==> src/hw/hbc_pkg.sv <==
/*
 * package for the half-bridge configuration register bank: offsets,
 * field positions, reset values, write masks, timing figures and the
 * field carrier. assumes a 250 MHz device clock.
 */
package hbc_pkg;

   // -------------------------------------------------------------------
   // register offsets
   // -------------------------------------------------------------------
   localparam logic [7:0] LOAD_DIAG_TRIP_OFS  = 8'h0b;
   localparam logic [7:0] REG_SLEW_OFS        = 8'h0c;
   localparam logic [7:0] OC_PIN_COMBINE_OFS  = 8'h0d;

   // -------------------------------------------------------------------
   // reset values and writable-bit masks
   // -------------------------------------------------------------------
   localparam logic [7:0] LOAD_DIAG_TRIP_RST  = 8'h00;
   localparam logic [7:0] REG_SLEW_RST        = 8'h40;
   localparam logic [7:0] OC_PIN_COMBINE_RST  = 8'h04;
   localparam logic [7:0] LOAD_DIAG_TRIP_WMSK = 8'he7;
   localparam logic [7:0] REG_SLEW_WMSK       = 8'hdf;
   localparam logic [7:0] OC_PIN_COMBINE_WMSK = 8'hdf;

   // -------------------------------------------------------------------
   // field positions
   // -------------------------------------------------------------------
   localparam int LDT_SPARE_BIT       = 7;
   localparam int LDT_LOAD_TYPE_LSB   = 5;
   localparam int LDT_TRIP_LEVEL_LSB  = 0;
   localparam int RS_OFF_TIME_LSB     = 6;
   localparam int RS_SLEW_LSB         = 2;
   localparam int RS_SPARE_LSB        = 0;
   localparam int OC_FILTER_LSB       = 6;
   localparam int OC_THRESH_LSB       = 3;
   localparam int OC_DRIVER_OFF_COMBINE_SELECT_BIT   = 2;
   localparam int OC_SPARE_BIT        = 1;
   localparam int OC_BRIDGE_SEL_BIT   = 0;

   // -------------------------------------------------------------------
   // lock codes
   // -------------------------------------------------------------------
   localparam logic [1:0] PIN_OVERRIDE_UNLOCK = 2'b10;
   localparam logic [1:0] CFG_WRITE_LOCK      = 2'b10;

   // -------------------------------------------------------------------
   // timing figures
   // -------------------------------------------------------------------
   localparam int CLK_PERIOD_PS       = 4000;
   localparam int OFF_TIME_0_NS       = 20000;
   localparam int OFF_TIME_1_NS       = 30000;
   localparam int OFF_TIME_2_NS       = 40000;
   localparam int OFF_TIME_3_NS       = 50000;
   localparam int OC_FILT_0_NS        = 6000;
   localparam int OC_FILT_1_NS        = 3000;
   localparam int OC_FILT_2_NS        = 1500;
   localparam int OC_FILT_3_NS        = 200;
   localparam int OFF_TIME_0_CYC      = OFF_TIME_0_NS * 1000 / CLK_PERIOD_PS;
   localparam int OFF_TIME_1_CYC      = OFF_TIME_1_NS * 1000 / CLK_PERIOD_PS;
   localparam int OFF_TIME_2_CYC      = OFF_TIME_2_NS * 1000 / CLK_PERIOD_PS;
   localparam int OFF_TIME_3_CYC      = OFF_TIME_3_NS * 1000 / CLK_PERIOD_PS;
   localparam int OC_FILT_0_CYC       = OC_FILT_0_NS * 1000 / CLK_PERIOD_PS;
   localparam int OC_FILT_1_CYC       = OC_FILT_1_NS * 1000 / CLK_PERIOD_PS;
   localparam int OC_FILT_2_CYC       = OC_FILT_2_NS * 1000 / CLK_PERIOD_PS;
   localparam int OC_FILT_3_CYC       = OC_FILT_3_NS * 1000 / CLK_PERIOD_PS;

   // -------------------------------------------------------------------
   // threshold percentages
   // -------------------------------------------------------------------
   localparam logic [6:0] THRESH_FULL_PCT  = 7'h64;
   localparam logic [6:0] THRESH_3Q_PCT    = 7'h4b;
   localparam logic [6:0] THRESH_HALF_PCT  = 7'h32;

   // -------------------------------------------------------------------
   // field carrier
   // -------------------------------------------------------------------
   typedef struct packed {
      logic [1:0] load_type_select;
      logic [2:0] trip_level_select;
      logic [1:0] regulation_off_time;
      logic [2:0] slew_rate_select;
      logic [1:0] overcurrent_filter_select;
      logic [1:0] overcurrent_threshold_select;
      logic       driver_off_combine_select;
      logic       bridge_combine_select;
   } hbc_cfg_t;

endpackage : hbc_pkg

==> src/hw/hbc_pin_combine.sv <==
/*
 * one pin-with-register-copy combiner, registered output.
 * assumes pin and register copy are synchronous to the device clock.
 */
module hbc_pin_combine (
   input  wire logic i_ref_clk,
   input  wire logic i_rst_n,
   input  wire logic i_pin,
   input  wire logic i_soft,
   input  wire logic i_override_en,
   input  wire logic i_and_sel,
   input  wire logic i_rst_val,
   output logic      o_level
);

   logic combined_nxt;

   // -------------------------------------------------------------------
   // combine
   // -------------------------------------------------------------------
   always_comb
   begin
      if (!i_override_en)
         combined_nxt = i_pin;
      else if (i_and_sel)
         combined_nxt = i_pin & i_soft;
      else
         combined_nxt = i_pin | i_soft;
   end

   // reset value is fixed at zero here; i_rst_val tied at the parent is not used
   always_ff @(posedge i_ref_clk or negedge i_rst_n)
   begin
      if (!i_rst_n)
         o_level <= 1'b0;
      else
         o_level <= combined_nxt;
   end

endmodule : hbc_pin_combine

==> src/hw/hbc_config_regs.sv <==
/*
 * three configuration registers of a half-bridge driver, with write
 * lock, pin override combining and decoded timing outputs.
 * assumes the serial front end delivers decoded byte accesses, and the
 * command register (lock codes, soft pin copies) lives outside.
 */
module hbc_config_regs #(
   parameter int OFF_TIME_0_CYCLES = hbc_pkg::OFF_TIME_0_CYC,
   parameter int OFF_TIME_1_CYCLES = hbc_pkg::OFF_TIME_1_CYC,
   parameter int OFF_TIME_2_CYCLES = hbc_pkg::OFF_TIME_2_CYC,
   parameter int OFF_TIME_3_CYCLES = hbc_pkg::OFF_TIME_3_CYC
) (
   input  wire logic       i_ref_clk,
   input  wire logic       i_rst_n,
   input  wire logic       i_wr_en,
   input  wire logic       i_rd_en,
   input  wire logic [7:0] i_addr,
   input  wire logic [7:0] i_wr_data,
   input  wire logic [1:0] i_cfg_lock_code,
   input  wire logic [1:0] i_pin_lock_code,
   input  wire logic       i_soft_bridge_command,
   input  wire logic       i_soft_driver_off,
   input  wire logic       i_bridge_command_pin,
   input  wire logic       i_driver_off_pin,
   output logic [7:0]      o_rd_data,
   output logic            o_rd_valid,
   output logic            o_rd_hit,
   output logic            o_wr_refused,
   output hbc_pkg::hbc_cfg_t o_cfg,
   output logic [13:0]     o_off_time_cycles,
   output logic [10:0]     o_oc_filter_cycles,
   output logic [6:0]      o_oc_threshold_pct,
   output logic            o_bridge_command,
   output logic            o_driver_off
);

   // -------------------------------------------------------------------
   // declarations
   // -------------------------------------------------------------------
   logic [7:0]  load_diag_trip_r;
   logic [7:0]  regulation_slew_r;
   logic [7:0]  oc_pin_combine_r;
   logic [7:0]  rd_data_nxt;
   logic        rd_hit_nxt;
   logic        cfg_locked;
   logic        override_en;
   logic        wr_a_hit;
   logic        wr_b_hit;
   logic        wr_c_hit;
   logic        wr_any_hit;
   logic [13:0] off_time_nxt;
   logic [10:0] filter_nxt;
   logic [6:0]  thresh_nxt;
   logic        driver_off_lvl;
   logic        bridge_cmd_lvl;

   // -------------------------------------------------------------------
   // lock decode
   // -------------------------------------------------------------------
   // lock codes come from outside and take effect in the same cycle
   assign cfg_locked  = (i_cfg_lock_code == hbc_pkg::CFG_WRITE_LOCK);
   assign override_en =
      (i_pin_lock_code == hbc_pkg::PIN_OVERRIDE_UNLOCK);

   // -------------------------------------------------------------------
   // write decode
   // -------------------------------------------------------------------
   assign wr_a_hit   = (i_addr == hbc_pkg::LOAD_DIAG_TRIP_OFS);
   assign wr_b_hit   = (i_addr == hbc_pkg::REG_SLEW_OFS);
   assign wr_c_hit   = (i_addr == hbc_pkg::OC_PIN_COMBINE_OFS);
   assign wr_any_hit = wr_a_hit | wr_b_hit | wr_c_hit;

   // -------------------------------------------------------------------
   // load diagnostic / trip level register
   // -------------------------------------------------------------------
   always_ff @(posedge i_ref_clk or negedge i_rst_n)
   begin
      if (!i_rst_n)
         load_diag_trip_r <= hbc_pkg::LOAD_DIAG_TRIP_RST;
      else if (i_wr_en && wr_a_hit && !cfg_locked)
         // masked bits stay zero so they always read back zero
         load_diag_trip_r <= i_wr_data &
                             hbc_pkg::LOAD_DIAG_TRIP_WMSK;
   end

   // -------------------------------------------------------------------
   // regulation off time / slew register
   // -------------------------------------------------------------------
   always_ff @(posedge i_ref_clk or negedge i_rst_n)
   begin
      if (!i_rst_n)
         regulation_slew_r <= hbc_pkg::REG_SLEW_RST;
      else if (i_wr_en && wr_b_hit && !cfg_locked)
         regulation_slew_r <= i_wr_data &
                              hbc_pkg::REG_SLEW_WMSK;
   end

   // -------------------------------------------------------------------
   // over-current / pin combine register
   // -------------------------------------------------------------------
   always_ff @(posedge i_ref_clk or negedge i_rst_n)
   begin
      if (!i_rst_n)
         oc_pin_combine_r <= hbc_pkg::OC_PIN_COMBINE_RST;
      else if (i_wr_en && wr_c_hit && !cfg_locked)
         oc_pin_combine_r <= i_wr_data &
                             hbc_pkg::OC_PIN_COMBINE_WMSK;
   end

   // -------------------------------------------------------------------
   // write refusal flag
   // -------------------------------------------------------------------
   // one-cycle pulse so firmware debug can see a dropped write
   always_ff @(posedge i_ref_clk or negedge i_rst_n)
   begin
      if (!i_rst_n)
         o_wr_refused <= 1'b0;
      else
         o_wr_refused <= i_wr_en & wr_any_hit & cfg_locked;
   end

   // -------------------------------------------------------------------
   // read path
   // -------------------------------------------------------------------
   always_comb
   begin
      rd_data_nxt = 8'h00;
      rd_hit_nxt  = 1'b1;
      case (i_addr)
         hbc_pkg::LOAD_DIAG_TRIP_OFS: rd_data_nxt = load_diag_trip_r;
         hbc_pkg::REG_SLEW_OFS:       rd_data_nxt = regulation_slew_r;
         hbc_pkg::OC_PIN_COMBINE_OFS: rd_data_nxt = oc_pin_combine_r;
         default:                     rd_hit_nxt  = 1'b0;
      endcase
   end

   always_ff @(posedge i_ref_clk or negedge i_rst_n)
   begin
      if (!i_rst_n)
      begin
         o_rd_data  <= 8'h00;
         o_rd_valid <= 1'b0;
         o_rd_hit   <= 1'b0;
      end
      else
      begin
         o_rd_valid <= i_rd_en;
         if (i_rd_en)
         begin
            o_rd_data <= rd_data_nxt;
            o_rd_hit  <= rd_hit_nxt;
         end
      end
   end

   // -------------------------------------------------------------------
   // field outputs
   // -------------------------------------------------------------------
   // spare bits reach only the read path, never o_cfg
   always_ff @(posedge i_ref_clk or negedge i_rst_n)
   begin
      if (!i_rst_n)
      begin
         // reset image follows the register reset values, so no field
         // shows a wrong code in the first cycle after release
         o_cfg.load_type_select <=
            hbc_pkg::LOAD_DIAG_TRIP_RST[hbc_pkg::LDT_LOAD_TYPE_LSB +: 2];
         o_cfg.trip_level_select <=
            hbc_pkg::LOAD_DIAG_TRIP_RST[hbc_pkg::LDT_TRIP_LEVEL_LSB +: 3];
         o_cfg.regulation_off_time <=
            hbc_pkg::REG_SLEW_RST[hbc_pkg::RS_OFF_TIME_LSB +: 2];
         o_cfg.slew_rate_select <=
            hbc_pkg::REG_SLEW_RST[hbc_pkg::RS_SLEW_LSB +: 3];
         o_cfg.overcurrent_filter_select <=
            hbc_pkg::OC_PIN_COMBINE_RST[hbc_pkg::OC_FILTER_LSB +: 2];
         o_cfg.overcurrent_threshold_select <=
            hbc_pkg::OC_PIN_COMBINE_RST[hbc_pkg::OC_THRESH_LSB +: 2];
         o_cfg.driver_off_combine_select <=
            hbc_pkg::OC_PIN_COMBINE_RST[hbc_pkg::OC_DRIVER_OFF_COMBINE_SELECT_BIT];
         o_cfg.bridge_combine_select <=
            hbc_pkg::OC_PIN_COMBINE_RST[hbc_pkg::OC_BRIDGE_SEL_BIT];
      end
      else
      begin
         o_cfg.load_type_select <=
            load_diag_trip_r[hbc_pkg::LDT_LOAD_TYPE_LSB +: 2];
         o_cfg.trip_level_select <=
            load_diag_trip_r[hbc_pkg::LDT_TRIP_LEVEL_LSB +: 3];
         o_cfg.regulation_off_time <=
            regulation_slew_r[hbc_pkg::RS_OFF_TIME_LSB +: 2];
         o_cfg.slew_rate_select <=
            regulation_slew_r[hbc_pkg::RS_SLEW_LSB +: 3];
         o_cfg.overcurrent_filter_select <=
            oc_pin_combine_r[hbc_pkg::OC_FILTER_LSB +: 2];
         o_cfg.overcurrent_threshold_select <=
            oc_pin_combine_r[hbc_pkg::OC_THRESH_LSB +: 2];
         o_cfg.driver_off_combine_select <=
            oc_pin_combine_r[hbc_pkg::OC_DRIVER_OFF_COMBINE_SELECT_BIT];
         o_cfg.bridge_combine_select <=
            oc_pin_combine_r[hbc_pkg::OC_BRIDGE_SEL_BIT];
      end
   end

   // -------------------------------------------------------------------
   // off-time decode
   // -------------------------------------------------------------------
   always_comb
   begin
      case (regulation_slew_r[hbc_pkg::RS_OFF_TIME_LSB +: 2])
         2'h0:    off_time_nxt = 14'(OFF_TIME_0_CYCLES);
         2'h1:    off_time_nxt = 14'(OFF_TIME_1_CYCLES);
         2'h2:    off_time_nxt = 14'(OFF_TIME_2_CYCLES);
         default: off_time_nxt = 14'(OFF_TIME_3_CYCLES);
      endcase
   end

   // -------------------------------------------------------------------
   // over-current filter and threshold decode
   // -------------------------------------------------------------------
   // shortest filter is nominal only; 50 cycles is its best fixed image
   always_comb
   begin
      case (oc_pin_combine_r[hbc_pkg::OC_FILTER_LSB +: 2])
         2'h0:    filter_nxt = 11'(hbc_pkg::OC_FILT_0_CYC);
         2'h1:    filter_nxt = 11'(hbc_pkg::OC_FILT_1_CYC);
         2'h2:    filter_nxt = 11'(hbc_pkg::OC_FILT_2_CYC);
         default: filter_nxt = 11'(hbc_pkg::OC_FILT_3_CYC);
      endcase
   end

   always_comb
   begin
      case (oc_pin_combine_r[hbc_pkg::OC_THRESH_LSB +: 2])
         2'h0:    thresh_nxt = hbc_pkg::THRESH_FULL_PCT;
         2'h2:    thresh_nxt = hbc_pkg::THRESH_3Q_PCT;
         default: thresh_nxt = hbc_pkg::THRESH_HALF_PCT;
      endcase
   end

   always_ff @(posedge i_ref_clk or negedge i_rst_n)
   begin
      if (!i_rst_n)
      begin
         o_off_time_cycles  <= 14'(OFF_TIME_1_CYCLES);
         o_oc_filter_cycles <= 11'(hbc_pkg::OC_FILT_0_CYC);
         o_oc_threshold_pct <= hbc_pkg::THRESH_FULL_PCT;
      end
      else
      begin
         o_off_time_cycles  <= off_time_nxt;
         o_oc_filter_cycles <= filter_nxt;
         o_oc_threshold_pct <= thresh_nxt;
      end
   end

   // -------------------------------------------------------------------
   // pin combining
   // -------------------------------------------------------------------
   // when locked the pins pass straight; soft copies are ignored
   hbc_pin_combine u_drv_off (
      .i_ref_clk     (i_ref_clk),
      .i_rst_n       (i_rst_n),
      .i_pin         (i_driver_off_pin),
      .i_soft        (i_soft_driver_off),
      .i_override_en (override_en),
      .i_and_sel     (oc_pin_combine_r[hbc_pkg::OC_DRIVER_OFF_COMBINE_SELECT_BIT]),
      .i_rst_val     (1'b0),
      .o_level       (driver_off_lvl)
   );

   hbc_pin_combine u_bridge_cmd (
      .i_ref_clk     (i_ref_clk),
      .i_rst_n       (i_rst_n),
      .i_pin         (i_bridge_command_pin),
      .i_soft        (i_soft_bridge_command),
      .i_override_en (override_en),
      .i_and_sel     (oc_pin_combine_r[hbc_pkg::OC_BRIDGE_SEL_BIT]),
      .i_rst_val     (1'b0),
      .o_level       (bridge_cmd_lvl)
   );

   assign o_driver_off     = driver_off_lvl;
   assign o_bridge_command = bridge_cmd_lvl;

endmodule : hbc_config_regs

==> config.mk <==
export PLATFORM = sky130hd
export DESIGN_NAME = hbc_config_regs
export DESIGN_NICKNAME = d
export VERILOG_FILES = /design/src/hw/hbc_pkg.sv /design/src/hw/hbc_pin_combine.sv /design/src/hw/hbc_config_regs.sv
export SDC_FILE = /design/constraint.sdc
export NUM_CORES = 1
export LEC_CHECK = 0
export ABC_AREA = 1
export BUFFER_PORTS_ARGS = -buffer_cell sky130_fd_sc_hd__buf_2
export CAP_MARGIN = 20
export CORE_ASPECT_RATIO = 1.5
export CORE_MARGIN = 2
export CORE_UTILIZATION = 50
export DETAILED_ROUTE_END_ITERATION = 7
export GPL_TIMING_DRIVEN = 1
export PLACE_DENSITY = 0.77
export REMOVE_ABC_BUFFERS = 1
export SETUP_SLACK_MARGIN = 0.15
export SLEW_MARGIN = 20
export SYNTH_ARGS = -nofsm -noshare
export SYNTH_HDL_FRONTEND = slang
export SYNTH_SLANG_ARGS = --single-unit
==> constraint.sdc <==
create_clock -name i_ref_clk -period 1.2 [get_ports i_ref_clk]
set_input_delay 0.12 -clock i_ref_clk [delete_from_list [all_inputs] [get_ports i_ref_clk]]
set_output_delay 0.12 -clock i_ref_clk [all_outputs]
set_load 0.02 [all_outputs]
* Yosys cells after proc, flatten, opt, wreduce, memory -nomap -nowiden
Index checks and enable logic that the tools add are counted.
** Word-level totals
- Bits in registers :: 81
- Input bits :: 28
- Output and inout port bits :: 61
- Word-level logic and storage cells :: 58
** Cells by class
- Eq/ne operators :: 10
- Mux-type cells :: 9
- Bitwise logic cells :: 8
- Reductions and logical operators :: 11
** Operators with widths (number)
- $pmux W14 S3 :: 1
- $pmux W11 S3 :: 1
- $eq A8 B4 Y1 const B :: 3
- $pmux W8 S3 :: 1
- $pmux W7 S2 :: 1
- $eq A2 B2 Y1 const B :: 5
- $logic_and A1 B1 Y1 :: 6
- $logic_not A2 Y1 :: 3
- $mux W1 :: 5
- $and A1 B1 Y1 :: 4
- $eq A2 B1 Y1 const B :: 2
- $or A1 B1 Y1 :: 4
- $reduce_or A3 Y1 :: 1
- $logic_not A1 Y1 :: 1

* Logic depth before layout (Yosys ltp)
- Depth in word-level cells :: 5
- Mapped depth :: 8
- Mapped depth without buffers :: 7

* Modules after synthesis
A second synthesis with hierarchy kept.
** Second synthesis, totals
- Cell total of the unflattened synthesis :: 269
- Area, all modules :: 2894.0 um^2
** By module, submodules not included
- hbc_config_regs :: instances 1, cells an instance 249, area an instance 2771.4 um^2, sequential area each 1774.2 um^2
- hbc_pin_combine :: instances 2, cells an instance 10, area an instance 61.3 um^2, sequential area each 25.0 um^2

* Worst setup path after synthesis
Ideal clock, no wire load.
- Path kind :: flip-flop to flip-flop
- Start point :: register regulation_slew_r[6]
- End point :: register o_off_time_cycles[7]
- Arrival time :: 0.947 ns
- Required time :: 1.086 ns
- Setup slack :: 0.139 ns
- Cell stages (with the launch flop) :: 4
- Buffers on the path :: 0
- Clock period less this slack :: 1.061 ns
- Cell sequence :: dfstp_2 -> inv_1 -> ha_1 -> inv_1
** Between the ends
- Word-level cells in the longest chain between the ends :: 2
- Elaborated cells between the ends (all ways) :: 4
- Classes of those cells :: 2 x eq/ne; 1 x mux; 1 x reduce/logical
** RTL lines
- from (decl) :: line hbc_config_regs.sv:41 : logic [7:0] regulation_slew_r;
- from (signal assigned) :: line hbc_config_regs.sv:92 : regulation_slew_r <= hbc_pkg::REG_SLEW_RST;
- from (signal assigned) :: line hbc_config_regs.sv:94 : regulation_slew_r <= i_wr_data &
- $eq A2 B2 Y1 (tied with other cells) :: line hbc_config_regs.sv:209 : case (regulation_slew_r[hbc_pkg::RS_OFF_TIME_LSB +: 2])
- $pmux W14 S3 * :: line hbc_config_regs.sv:209
- named net off_time_nxt[7] :: line hbc_config_regs.sv:51 : logic [13:0] off_time_nxt;
- to (signal assigned) :: line hbc_config_regs.sv:244 : o_off_time_cycles <= 14'(OFF_TIME_1_CYCLES);
- to (signal assigned) :: line hbc_config_regs.sv:250 : o_off_time_cycles <= off_time_nxt;
- to (decl) :: line hbc_config_regs.sv:30 : output logic [13:0] o_off_time_cycles,
Mark *: on every way through the listed nets, which the timed path passes. The rest lies on a longest branch.
A chain may end at the register's enable or synchronous reset.

==> out/metrics.cfg <==
[placement]
io_buffers = 85
place.gp.congestion = 0.799
dp_cells = 406
place_hpwl_mm = 3.97

[sta]
drv_slew = 0
period_needed_ns = 1.14
final-setup-viol-count = 0
fin_crit_sh_pct = 95.2
fmax_ghz = 0.876
fin_skew_ns = 0.00497
finalHoldViolations = 0
grt_setup_unrepaired = yes
tns_ns = 0
hold-worst-slack_ns = 0.0243

[cts]
cts_made_buffers = 9
cts_root_buffer = clkbuf_8
numClockSinks = 72
htree_levels = 3
cts_tree = done
clk_pin_slew_ns = 0.07
ctsLongestPathBuffers = 2
insertion_delay_ns = 0.34

[critical_path]
crit_family = flip-flops
cp_max_fo = 2
max_stage_delay_ns = 0.56
crit_buf_inv = 1
arrival_ns = 1.02
crit_path_end_kind = output pin
cp-start-kind = flop
crit_required_ns = 1.08
path_class = reg2out
cp_cell_sequence = buf_6
worst_path_max_delay_cell = dfstp_2

[synthesis]
synth_top_area_cell = dfrtp_1
synth_area_sq_um = 2850
syn_avg_cell_area_sq_um = 11.1
yosysTopAreaCellShare_pct = 47.4
ys_types = 24
yosysWarnings = 0
synth_seq_area_share_pct = 63.9
ys_ff_latch = 72
synth_area_leaders = dfrtp_1, dfstp_2, nand2_1
synthCells = 257

[floorplan]
io_pins = 89
dieArea_sq_um = 6340
die_w_um = 65.7
die_h_um = 96.5
rows = 33
coreArea_sq_um = 5490
start_util_pct = 51.9

[drt]
viasPerCell = 4.73
wire_per_inst_um = 12.9
firstDrtPassIters = 4
postRouteAntennaNets = 0
drt_wl_total_mm = 5.54
vias = 2024
remaining_drc_errors = 0
drt_iter0_drc = 122

[cells_and_area]
final_cells = 428
final_cell_mix = buf_2, dfrtp_1, nand2_1, inv_1, nand3_1
final_nets = 386
utilization_pct = 68.2
final_common_cell = buf_2
fillers = 417
diodes = 0
multiInputGateArea_sq_um = 817
regArea_sq_um = 1830
drive_above_1_share_pct = 48.9
syn_to_final_growth_pct = 31.2

[power_and_ir_drop]
power_density_nw_per_um2 = 1320
p_leak_nw = 2.00
vdd_drop_max_v = 0.000732

[global_route]
grt_pass1_wl_mm = 8.90
grtUsageTotal_pct = 19.1
grt_max_degree = 33
overflow = 0
antenna_found_initial = 0
first_global_vias = 1923

[worst_hold_path]
worstHoldPathType = in2reg

[run_status]
outcome = complete, no violations

[flow_run]
max_cap_violations = 0

-- worst paths after layout --
check | cells past startpoint | slack, ns | start | end
max in group asynchronous | 3 | 0.40 | i_rst_n | o_oc_threshold_pct[5]
min in group asynchronous | 2 | 0.25 | i_rst_n | u_bridge_cmd.o_level
setup / recovery | 1 | 0.06 | o_oc_filter_cycles[6] | o_oc_filter_cycles[2]
hold reg to reg | 0 | 0.39 | oc_pin_combine_r[2] | o_cfg[1]
setup reg to reg | 3 | 0.17 | regulation_slew_r[6] | o_off_time_cycles[7]
hold / removal | 3 | 0.02 | i_wr_en | o_wr_refused
-- flip-flops by register name, summed over array words and instances, names as in the netlist --
name	flops
load_diag_trip_r	6
o_cfg	16
o_oc_filter_cycles	8
o_oc_threshold_pct	6
o_off_time_cycles	9
o_rd_data	8
o_rd_hit	1
o_rd_valid	1
o_wr_refused	1
oc_pin_combine_r	7
regulation_slew_r	7
u_bridge_cmd.o_level	1
u_drv_off.o_level	1
-- stage by stage --
stage / worst slack, ns / total power, W / area, sq um
after floorplan: 0.139 / 0.00285 / 2740
after global placement: 0.102 / 0.00307 / 3340
after detailed placement: 0.0849 / 0.00308 / 3340
after CTS: 0.0543 / 0.00497 / 3660
after global routing: 0.0223 / 0.00515 / 3740
final: 0.0581 / 0.00493 / 3740
-- logic make-up after synthesis --
| logic type | synth area share (%) |
|---|---|
| AOI/OAI and AO/OA | 7.15 |
| adders and majority gates | 2.19 |
| buffers and inverters | 8.99 |
| DFF | 63.9 |
| other | 0.131 |
| and+or+nand+nor | 17.6 |
-- Yosys cell counts (all sizes together) --
master  count
a21oi       2
conb        1
nand3      27
inv        36
nor2       14
o21ai      23
dfrtp      54
clkbuf      2
dfstp      18
buf        14
nand2      58
ha          5
o31ai       3
-- where the power goes --
| part | leakage [nW] | internal [W] | switching [W] | total [W] |
|---|---|---|---|---|
| Sequential | 0.909 | 0.00254 | 0.0000506 | 0.00259 |
| Clock | 0.106 | 0.00100 | 0.000840 | 0.00184 |
| Combinational | 0.982 | 0.000188 | 0.000309 | 0.000497 |
| Total | 2.00 | 0.00373 | 0.00120 | 0.00493 |
-- layer usage --
metal	vias up	global-route usage (%)	share of wire [%]
met5	-	0	0
met4	0	9.72	2.4
met3	12	5.91	5.2
met2	65	32.6	55
met1	968	21.5	37
li1	979	-	-
-- final cells by class --
type | instances | area share (%)
clock buffer | 10 | 3.68
clock inverter | 6 | 1.57
inverter | 36 | 3.61
multi-input combinational | 135 | 21.8
sequential | 72 | 48.8
tap | 70 | 2.34
timing repair buffer | 99 | 18.2
-- timing repair --
| item | 4_1_cts | 5_1_grt |
|---|---|---|
| resized for setup | 35 | 15 |
| hold buffers | 2 | 0 |
| pin swaps | 1 | 2 |
| endpoints found under the setup margin | 20 | 28 |
| gates cloned | 0 | 0 |
| buffers inserted | 0 | 4 |
| hold endpoints to repair | 14 | 0 |
Power figures use the tool's default switching activity.
